### src/verilog/link_cfg_params.svh
`ifndef LINK_CFG_PARAMS_SVH
`define LINK_CFG_PARAMS_SVH

`define ADDR_LANE_COUNT_SCRAMBLE 12'h453
`define ADDR_OCTETS_PER_FRAME_M1 12'h454
`define ADDR_FRAMES_PER_MULTIFRAME 12'h455
`define ADDR_CONVERTER_COUNT 12'h456
`define ADDR_RESOLUTION_CTRL 12'h457
`define ADDR_SUBCLASS_SAMPLE_BITS 12'h458
`define ADDR_VERSION_SAMPLES 12'h459
`define ADDR_DENSITY_CTRL_WORDS 12'h45a
`define ADDR_LANE_DESKEW_MASK 12'h46c
`define ADDR_OCTETS_PER_FRAME_ACTUAL 12'h476
`define ADDR_LANE_ENABLE_MASK 12'h47d

`define SCRAMBLE_BIT 7
`define HIGH_DENSITY_BIT 7
`define COUNT_FIELD_MSB 4
`define CLASS_FIELD_LSB 5
`define RESET_VALUE 8'h00

`endif

### src/verilog/link_cfg_pkg.sv
package link_cfg_pkg;

    typedef enum logic [1:0] {
        subclass_0,
        subclass_1,
        subclass_other
    } subclass_e;

    typedef struct packed {
        logic wr_en;
        logic rd_en;
        logic [11:0] addr;
        logic [7:0] wdata;
    } reg_req_s;

    typedef struct packed {
        logic scramble_en;
        logic [5:0] lanes;
        logic [8:0] octets_per_frame;
        logic [5:0] frames_per_multiframe;
        logic [8:0] converters;
        subclass_e subclass;
        logic [5:0] samples_per_frame;
        logic high_density;
        logic [7:0] deskew_lanes;
        logic [7:0] enabled_lanes;
    } link_params_s;

endpackage

### src/verilog/jesd_link_param_config.sv
`timescale 1ns/1ps
`include "link_cfg_params.svh"

module jesd_link_param_config (
    input wire logic clock_i,
    input wire logic sys_rst_i,
    input link_cfg_pkg::reg_req_s req_i,
    output logic [7:0] rdata_o,
    output logic rvalid_o,
    output link_cfg_pkg::link_params_s params_o
);
    import link_cfg_pkg::*;

    localparam int NUM_REGS = 11;

    // Storage slot of each mapped register, shared by the address match and the readback select
    localparam logic [3:0] SLOT_LANE_COUNT = 4'd0;
    localparam logic [3:0] SLOT_OCTETS_M1 = 4'd1;
    localparam logic [3:0] SLOT_FRAMES = 4'd2;
    localparam logic [3:0] SLOT_CONVERTERS = 4'd3;
    localparam logic [3:0] SLOT_RESOLUTION = 4'd4;
    localparam logic [3:0] SLOT_SUBCLASS = 4'd5;
    localparam logic [3:0] SLOT_VERSION = 4'd6;
    localparam logic [3:0] SLOT_DENSITY = 4'd7;
    localparam logic [3:0] SLOT_DESKEW = 4'd8;
    localparam logic [3:0] SLOT_OCTETS_ACTUAL = 4'd9;
    localparam logic [3:0] SLOT_LANE_ENABLE = 4'd10;

    logic [7:0] lane_count_scramble;
    logic [7:0] octets_per_frame_m1;
    logic [7:0] frames_per_multiframe;
    logic [7:0] converter_count;
    logic [7:0] resolution_ctrl;
    logic [7:0] subclass_sample_bits;
    logic [7:0] version_samples;
    logic [7:0] density_ctrl_words;
    logic [7:0] lane_deskew_mask;
    logic [7:0] octets_per_frame_actual;
    logic [7:0] lane_enable_mask;
    wire [NUM_REGS-1:0] sel_vec;

    // One-hot match to slot number; no match gives slot 0, which the hit term masks off
    function automatic logic [3:0] slot_of(input logic [NUM_REGS-1:0] onehot);
        logic [3:0] slot;
        slot = 4'd0;
        for (int i = 0; i < NUM_REGS; i++) begin
            if (onehot[i]) begin
                slot = 4'(i);
            end
        end
        return slot;
    endfunction

    // Count fields are stored minus one; one bit wider so a full field plus one cannot wrap
    function automatic logic [5:0] plus_one5(input logic [7:0] v);
        return {1'b0, v[`COUNT_FIELD_MSB:0]} + 6'd1;
    endfunction

    function automatic logic [8:0] plus_one8(input logic [7:0] v);
        return {1'b0, v} + 9'd1;
    endfunction

    // Class codes above one stay apart so the deframer can refuse them
    function automatic subclass_e decode_class(input logic [2:0] field);
        unique case (field)
            3'h0: return subclass_0;
            3'h1: return subclass_1;
            default: return subclass_other;
        endcase
    endfunction

    // Address match
    assign sel_vec[SLOT_LANE_COUNT] = (req_i.addr == `ADDR_LANE_COUNT_SCRAMBLE);
    assign sel_vec[SLOT_OCTETS_M1] = (req_i.addr == `ADDR_OCTETS_PER_FRAME_M1);
    assign sel_vec[SLOT_FRAMES] = (req_i.addr == `ADDR_FRAMES_PER_MULTIFRAME);
    assign sel_vec[SLOT_CONVERTERS] = (req_i.addr == `ADDR_CONVERTER_COUNT);
    assign sel_vec[SLOT_RESOLUTION] = (req_i.addr == `ADDR_RESOLUTION_CTRL);
    assign sel_vec[SLOT_SUBCLASS] = (req_i.addr == `ADDR_SUBCLASS_SAMPLE_BITS);
    assign sel_vec[SLOT_VERSION] = (req_i.addr == `ADDR_VERSION_SAMPLES);
    assign sel_vec[SLOT_DENSITY] = (req_i.addr == `ADDR_DENSITY_CTRL_WORDS);
    assign sel_vec[SLOT_DESKEW] = (req_i.addr == `ADDR_LANE_DESKEW_MASK);
    assign sel_vec[SLOT_OCTETS_ACTUAL] = (req_i.addr == `ADDR_OCTETS_PER_FRAME_ACTUAL);
    assign sel_vec[SLOT_LANE_ENABLE] = (req_i.addr == `ADDR_LANE_ENABLE_MASK);

    // Unmapped addresses miss: writes are dropped, reads answer zero
    wire hit = |sel_vec;
    wire [3:0] idx = slot_of(sel_vec);
    wire wr_strobe = req_i.wr_en && hit;
    wire rd_strobe = req_i.rd_en && hit;
    wire [NUM_REGS-1:0] wr_slot = sel_vec & {NUM_REGS{wr_strobe}};

    always_ff @(posedge clock_i) begin
        if (sys_rst_i) begin
            lane_count_scramble <= `RESET_VALUE;
        end else if (wr_slot[SLOT_LANE_COUNT]) begin
            lane_count_scramble <= req_i.wdata;
        end
    end

    always_ff @(posedge clock_i) begin
        if (sys_rst_i) begin
            octets_per_frame_m1 <= `RESET_VALUE;
        end else if (wr_slot[SLOT_OCTETS_M1]) begin
            octets_per_frame_m1 <= req_i.wdata;
        end
    end

    always_ff @(posedge clock_i) begin
        if (sys_rst_i) begin
            frames_per_multiframe <= `RESET_VALUE;
        end else if (wr_slot[SLOT_FRAMES]) begin
            frames_per_multiframe <= req_i.wdata;
        end
    end

    always_ff @(posedge clock_i) begin
        if (sys_rst_i) begin
            converter_count <= `RESET_VALUE;
        end else if (wr_slot[SLOT_CONVERTERS]) begin
            converter_count <= req_i.wdata;
        end
    end

    always_ff @(posedge clock_i) begin
        if (sys_rst_i) begin
            resolution_ctrl <= `RESET_VALUE;
        end else if (wr_slot[SLOT_RESOLUTION]) begin
            resolution_ctrl <= req_i.wdata;
        end
    end

    always_ff @(posedge clock_i) begin
        if (sys_rst_i) begin
            subclass_sample_bits <= `RESET_VALUE;
        end else if (wr_slot[SLOT_SUBCLASS]) begin
            subclass_sample_bits <= req_i.wdata;
        end
    end

    always_ff @(posedge clock_i) begin
        if (sys_rst_i) begin
            version_samples <= `RESET_VALUE;
        end else if (wr_slot[SLOT_VERSION]) begin
            version_samples <= req_i.wdata;
        end
    end

    always_ff @(posedge clock_i) begin
        if (sys_rst_i) begin
            density_ctrl_words <= `RESET_VALUE;
        end else if (wr_slot[SLOT_DENSITY]) begin
            density_ctrl_words <= req_i.wdata;
        end
    end

    always_ff @(posedge clock_i) begin
        if (sys_rst_i) begin
            lane_deskew_mask <= `RESET_VALUE;
        end else if (wr_slot[SLOT_DESKEW]) begin
            lane_deskew_mask <= req_i.wdata;
        end
    end

    always_ff @(posedge clock_i) begin
        if (sys_rst_i) begin
            octets_per_frame_actual <= `RESET_VALUE;
        end else if (wr_slot[SLOT_OCTETS_ACTUAL]) begin
            octets_per_frame_actual <= req_i.wdata;
        end
    end

    always_ff @(posedge clock_i) begin
        if (sys_rst_i) begin
            lane_enable_mask <= `RESET_VALUE;
        end else if (wr_slot[SLOT_LANE_ENABLE]) begin
            lane_enable_mask <= req_i.wdata;
        end
    end

    // Readback select; a read in the cycle of a write to the same register returns the old byte
    wire [NUM_REGS-1:0][7:0] all_bytes = {lane_enable_mask, octets_per_frame_actual, lane_deskew_mask,
        density_ctrl_words, version_samples, subclass_sample_bits, resolution_ctrl, converter_count,
        frames_per_multiframe, octets_per_frame_m1, lane_count_scramble};
    wire [7:0] next_rdata = rd_strobe ? all_bytes[idx] : 8'h00;
    wire next_rvalid = req_i.rd_en;

    always_ff @(posedge clock_i) begin
        if (sys_rst_i) begin
            rdata_o <= 8'h00;
            rvalid_o <= 1'b0;
        end else begin
            rdata_o <= next_rdata;
            rvalid_o <= next_rvalid;
        end
    end

    // Next decoded values, one per link parameter
    wire next_scramble = lane_count_scramble[`SCRAMBLE_BIT];
    wire [5:0] next_lanes = plus_one5(lane_count_scramble);
    wire [8:0] next_octets = plus_one8(octets_per_frame_m1);
    wire [5:0] next_frames = plus_one5(frames_per_multiframe);
    wire [8:0] next_converters = plus_one8(converter_count);
    wire subclass_e next_class = decode_class(subclass_sample_bits[7:`CLASS_FIELD_LSB]);
    wire [5:0] next_samples = plus_one5(version_samples);
    wire next_density = density_ctrl_words[`HIGH_DENSITY_BIT];
    wire [7:0] next_deskew = lane_deskew_mask;
    wire [7:0] next_enabled = lane_enable_mask;

    // Decoded view held in flip-flops so the deframer sees clean levels, one cycle behind the bytes
    logic scramble_flag;
    logic [5:0] lane_total;
    logic [8:0] octet_total;
    logic [5:0] frame_total;
    logic [8:0] converter_total;
    subclass_e class_sel;
    logic [5:0] sample_total;
    logic density_flag;
    logic [7:0] deskew_set;
    logic [7:0] enabled_set;

    always_ff @(posedge clock_i) begin
        if (sys_rst_i) begin
            scramble_flag <= 1'b0;
        end else begin
            scramble_flag <= next_scramble;
        end
    end

    always_ff @(posedge clock_i) begin
        if (sys_rst_i) begin
            lane_total <= 6'h00;
        end else begin
            lane_total <= next_lanes;
        end
    end

    always_ff @(posedge clock_i) begin
        if (sys_rst_i) begin
            octet_total <= 9'h000;
        end else begin
            octet_total <= next_octets;
        end
    end

    always_ff @(posedge clock_i) begin
        if (sys_rst_i) begin
            frame_total <= 6'h00;
        end else begin
            frame_total <= next_frames;
        end
    end

    always_ff @(posedge clock_i) begin
        if (sys_rst_i) begin
            converter_total <= 9'h000;
        end else begin
            converter_total <= next_converters;
        end
    end

    always_ff @(posedge clock_i) begin
        if (sys_rst_i) begin
            class_sel <= subclass_0;
        end else begin
            class_sel <= next_class;
        end
    end

    always_ff @(posedge clock_i) begin
        if (sys_rst_i) begin
            sample_total <= 6'h00;
        end else begin
            sample_total <= next_samples;
        end
    end

    always_ff @(posedge clock_i) begin
        if (sys_rst_i) begin
            density_flag <= 1'b0;
        end else begin
            density_flag <= next_density;
        end
    end

    always_ff @(posedge clock_i) begin
        if (sys_rst_i) begin
            deskew_set <= 8'h00;
        end else begin
            deskew_set <= next_deskew;
        end
    end

    always_ff @(posedge clock_i) begin
        if (sys_rst_i) begin
            enabled_set <= 8'h00;
        end else begin
            enabled_set <= next_enabled;
        end
    end

    assign params_o = '{
        scramble_en: scramble_flag,
        lanes: lane_total,
        octets_per_frame: octet_total,
        frames_per_multiframe: frame_total,
        converters: converter_total,
        subclass: class_sel,
        samples_per_frame: sample_total,
        high_density: density_flag,
        deskew_lanes: deskew_set,
        enabled_lanes: enabled_set
    };

endmodule // jesd_link_param_config

### config.mk
export PLATFORM = sky130hd
export DESIGN_NAME = jesd_link_param_config
export DESIGN_NICKNAME = d
export VERILOG_FILES = /design/src/verilog/link_cfg_pkg.sv /design/src/verilog/jesd_link_param_config.sv
export VERILOG_INCLUDE_DIRS = /design/src /design/src/verilog
export SDC_FILE = /design/constraint.sdc
export NUM_CORES = 1
export LEC_CHECK = 0
export BUFFER_PORTS_ARGS = -buffer_cell sky130_fd_sc_hd__buf_2
export CORE_MARGIN = 5
export CORE_UTILIZATION = 61
export CTS_CLUSTER_SIZE = 40
export DETAILED_ROUTE_END_ITERATION = 7
export PLACE_DENSITY = 0.89
export SLEW_MARGIN = 0
export SYNTH_ARGS = -nofsm -noshare
export SYNTH_HDL_FRONTEND = slang
export SYNTH_SLANG_ARGS = --single-unit
### constraint.sdc
create_clock -name clock_i -period 3.9 [get_ports clock_i]
set_input_delay 0.39 -clock clock_i [delete_from_list [all_inputs] [get_ports clock_i]]
set_output_delay 0.39 -clock clock_i [all_outputs]
set_load 0.01 [all_outputs]
=== Yosys cells after proc, flatten, opt, wreduce, memory -nomap -nowiden ===
Index checks and enable logic that the tools add are counted.

* Add/sub/neg operators: 5
* $lt $le $gt $ge: 1
* Equal/unequal tests: 12
* Muxes and demuxes: 13
* Bitwise logic cells: 2
* Reductions and logical operators: 5

{| class="wikitable"
|+ Operator list
! cell !! count
|-
| equality test 12 x 11 -> 1 bit (second input constant) || 11
|-
| two-way mux 4 bit || 9
|-
| binary-select mux 8 bit (select 4 bit) || 1
|-
| adder 5 x 1 -> 6 bit (second input constant) || 3
|-
| adder 8 x 1 -> 9 bit (second input constant) || 2
|-
| bitwise AND 11 bit || 1
|-
| OR reduction 11 bit || 1
|-
| two-way mux 8 bit || 1
|-
| < comparator 4 x 5 -> 1 bit (second input constant) || 1
|-
| one-hot mux 2 bit (2 select lines) || 1
|-
| equality test 3 x 1 -> 1 bit (second input constant) || 1
|-
| logical NOT 3 bit || 1
|-
| logical AND 1 bit || 2
|-
| OR reduction 2 bit || 1
|-
| two-way mux 1 bit || 1
|-
| inverter 1 bit || 1
|}

* Flip-flop bits (word level): 153
* Logic and storage cells: 61

=== Depth between registers and ports, before layout ===
* Depth in word-level cells: 13
* Gate-level depth with buffers: 10

=== Worst setup path before layout ===
OpenSTA, ideal clock, no wires.

* Kind: input -> register
* From: input req_i[19] (netlist bit)
* To: register rdata_o[1]
* Library setup time: 86 ps
* Arrival time: 2319 ps
* Required time: 3814 ps
* Slack: 1495 ps
* Cell stages on the path: 10
* Buffers on the path: 3
* Path through: or4b_4 > or2_1 > buf_6 > nor3b_2 > buf_6 > buf_6 > nand2_1 > a32oi_1 > o221ai_1 > a211oi_1

* Longest elaborated chain between the ends: 13

{| class="wikitable"
|+ Ends and longest elaborated chain
! element !! RTL line !! RTL
|-
| start: declaration || jesd_link_param_config.sv:7 || <nowiki>input link_cfg_pkg::reg_req_s req_i,</nowiki>
|-
| equality test 12 x 11 -> 1 bit (no line) || - ||
|-
| two-way mux 1 bit || jesd_link_param_config.sv:47 || <nowiki>if (onehot[i]) begin</nowiki>
|-
| two-way mux 4 bit (9 in series) || jesd_link_param_config.sv:47 ||
|-
| binary-select mux 8 bit (select 4 bit) || jesd_link_param_config.sv:184 || <nowiki>wire [7:0] next_rdata = rd_strobe ? all_bytes[idx] : 8'h00;</nowiki>
|-
| two-way mux 8 bit (implied by the code) || jesd_link_param_config.sv:184 ||
|-
| end signal: assignment || jesd_link_param_config.sv:192 || <nowiki>rdata_o <= next_rdata;</nowiki>
|-
| end: declaration || jesd_link_param_config.sv:8 || <nowiki>output logic [7:0] rdata_o,</nowiki>
|}

Several ways; a longest one is shown, not always the timed one. The select of a mux whose other input is x is not followed.
A chain may end at the register's enable or synchronous reset.

=== Final worst setup path ===
* From: input req_i[19] (netlist bit)
* To: register rdata_o[3]

The elaborated chain is that of the path after synthesis.

==> results.json <==
{
  "ios": 89,
  "io_buffers": 88,
  "r2r_start": "lane_deskew_mask[3]",
  "critPathKind": "primary input to flip-flop",
  "die_height_um": 111,
  "fmax_mhz": 378,
  "grt_pass1_wl_um": 27500,
  "maxCapViolations": 0,
  "leakagePower_nw": 2.82,
  "critical_path.max_stage_delay_ps": 630,
  "slew_violations": 0,
  "finalNetCount": 811,
  "finClkSkew_ps": 6.16,
  "seq_area_sq_um": 3060,
  "path_max_fanout": 26,
  "required_ps": 4340,
  "crit_cells": 8,
  "viasPerCell": 6.09,
  "crit_end": "rdata_o[3]",
  "rsz0062_at_grt": "no",
  "post_cts_resized": 0,
  "final_cell_mix": "153 x dfxtp_1, 150 x nand2_1, 87 x buf_2, 71 x nor2_1, 61 x a21oi_1",
  "gp_congestion": 1.08,
  "tightest_slew_ps": 1170,
  "crit_chain": "buf_2, or4b_4, nor3_1, nand2_1, mux2i_1, a32oi_1, o221ai_1, a211oi_1",
  "final_common_cell": "dfxtp_1",
  "post-route-drc-count": 0,
  "clk_latency_ps": 540,
  "slew_headroom": 0.215,
  "async_flop_share": 0,
  "first_pass_iters": 6,
  "netlist_instances": 718,
  "cts_tree": "yes",
  "dieArea_sq_um": 12400,
  "rows": 37,
  "cts.sinks": 153,
  "holdWs_ps": 147,
  "cts_htree_levels": 4,
  "synth_top_area_frac": 0.488,
  "multiInputGateArea_sq_um": 2980,
  "cts-root-buf": "clkbuf_8",
  "cts-buffers-inserted": 17,
  "wl_um": 17000,
  "syn_area_sq_um": 6270,
  "synth_area_leaders": "dfxtp_1 49%, nand2_1 9.0%, mux2i_1 8.1%",
  "synth.avg_cell_area_sq_um": 8.74,
  "finalSetupViolCount": 0,
  "ant_nets": 0,
  "first_global_vias": 5427,
  "final_hold_viol_count": 0,
  "overflow": 0,
  "antenna-diode-count": 0,
  "start_util": 0.616,
  "die_w_um": 111,
  "period_share": 0.678,
  "synth_fp_nets": 747,
  "synth.distinct_cells": 57,
  "cts_setup_buffers": 0,
  "max-vdd-ir-drop_v": 0.000358,
  "endpoint_kind": "flip-flop",
  "synth_seq_cells": 153,
  "critPathSlowestCell": "nand2_1",
  "hp-class": "primary input to flip-flop",
  "power_density_nw_per_um2": 448,
  "fillers": 707,
  "r2r-end": "rdata_o[3]",
  "reg2regPathDepth": 4,
  "crit_buf_inv": 1,
  "whs_path_depth": 2,
  "core_sq_um": 10200,
  "critPathLaunchType": "primary input",
  "critPathLaunch": "req_i[19]",
  "fin_area_sq_um": 7280,
  "clock_path_buffers": 2,
  "cp_top_family": "simple AND/OR/NAND/NOR gates",
  "reg.largest.list": "converter_total x9, octet_total x9",
  "cp_data_arrival_time_ps": 3090,
  "post-synth-top-area-cell": "dfxtp_1",
  "grt_start_max_net_pins": 81,
  "reg2reg_slack_ps": 2410,
  "syn2layout_area_growth_pct": 16.1,
  "layout-drive-gt1-share": 0.174,
  "first_iter_violations": 875,
  "grt_use_total": 0.275,
  "post-dp-hpwl_um": 11300,
  "clk_pin_slew_ps": 70,
  "setup-tns-final_ps": 0,
  "placed_cell_area_sq_um": 6710,
  "min_period_ps": 2650,
  "power_mw": 3.26,
  "vias": 5667,
  "wl_per_cell_um": 18.3,
  "yosysSeqAreaShare": 0.488,
  "antenna_found_initial": 0,
  "yosysWarnings": 0,
  "ctsHoldBuffers": 0,
  "synth_ff_type": "dfxtp_1",
  "synth_edf_count": 0,
  "status": "complete, no violations"
}
Yosys cell counts, types with 3 or more instances:
| master | instances |
|---|---|
| a211oi_1 | 6 |
| a21oi_1 | 61 |
| a221oi_1 | 5 |
| a32oi_1 | 6 |
| and3_1 | 3 |
| buf_2 | 9 |
| buf_6 | 3 |
| clkbuf_1 | 32 |
| dfxtp_1 | 153 |
| ha_1 | 5 |
| inv_1 | 3 |
| mux2i_1 | 51 |
| nand2_1 | 150 |
| nand2b_1 | 9 |
| nand3_1 | 22 |
| nand4_1 | 4 |
| nor2_1 | 71 |
| nor2b_1 | 27 |
| nor3_1 | 8 |
| nor4b_1 | 3 |
| o21ai_0 | 9 |
| o221ai_1 | 8 |
| o22ai_1 | 3 |
| or3_1 | 5 |
| xnor2_1 | 8 |
| xor2_1 | 12 |
routing by layer:
layer | wire [um] | vias to the layer above | global-route usage
met5 | 0 | - | 0
met4 | 964 | 0 | 0.151
met3 | 2080 | 102 | 0.0957
met2 | 7620 | 401 | 0.429
met1 | 6390 | 2574 | 0.334
li1 | - | 2590 | -
worst min-delay path by stage:
stage	from	to	slack [ps]
detailed placement	resolution_ctrl[6]	resolution_ctrl[6]	440
finish	req_i[20]	rvalid_o	150
global route	req_i[20]	rvalid_o	150
floorplan	subclass_sample_bits[0]	subclass_sample_bits[0]	430
global placement	subclass_sample_bits[1]	subclass_sample_bits[1]	440
CTS	req_i[20]	rvalid_o	130
power breakdown:
part / leakage (nW) / switching [mW] / internal [mW]
registers: 1.23 / 0.000754 / 1.57
clock network: 0.262 / 0.662 / 0.928
logic: 1.32 / 0.0796 / 0.0266
final cells by class:
type	instances	share of cell area
Sequential cell	153	0.421
Timing Repair Buffer	93	0.0660
Clock inverter	14	0.0204
Multi-Input combinational cell	514	0.409
Clock buffer	18	0.0588
Inverter	3	0.00155
Tap cell	136	0.0234
worst register-to-register path, cell delays in order (launching register included):
cell,delay [ps]
dfxtp_1,390
nand2_1,70
a32oi_1,420
o221ai_1,210
a211oi_1,310
cell families (layout without fill, tap and decap cells):
| family | Yosys count | count (layout) | share of synthesized area |
|---|---|---|---|
| compound gates | 115 | 115 | 0.115 |
| xor+xnor | 20 | 20 | 0.0279 |
| fa+ha+maj | 5 | 5 | 0.00997 |
| buf+inv | 51 | 128 | 0.0371 |
| flops | 153 | 153 | 0.488 |
| mux | 52 | 52 | 0.0832 |
| simple gates | 322 | 322 | 0.239 |
per-stage QoR:
step | util | setup WS [ps] | instances
floorplan | - | 1500 | 718
CTS | 0.715 | 1400 | 931
global route | 0.715 | 1220 | 931
global placement | 0.658 | 1080 | 899
finish | 0.715 | 1250 | 931
detailed placement | 0.658 | 940 | 899
No activity file was read; power rests on OpenSTA's default activity.
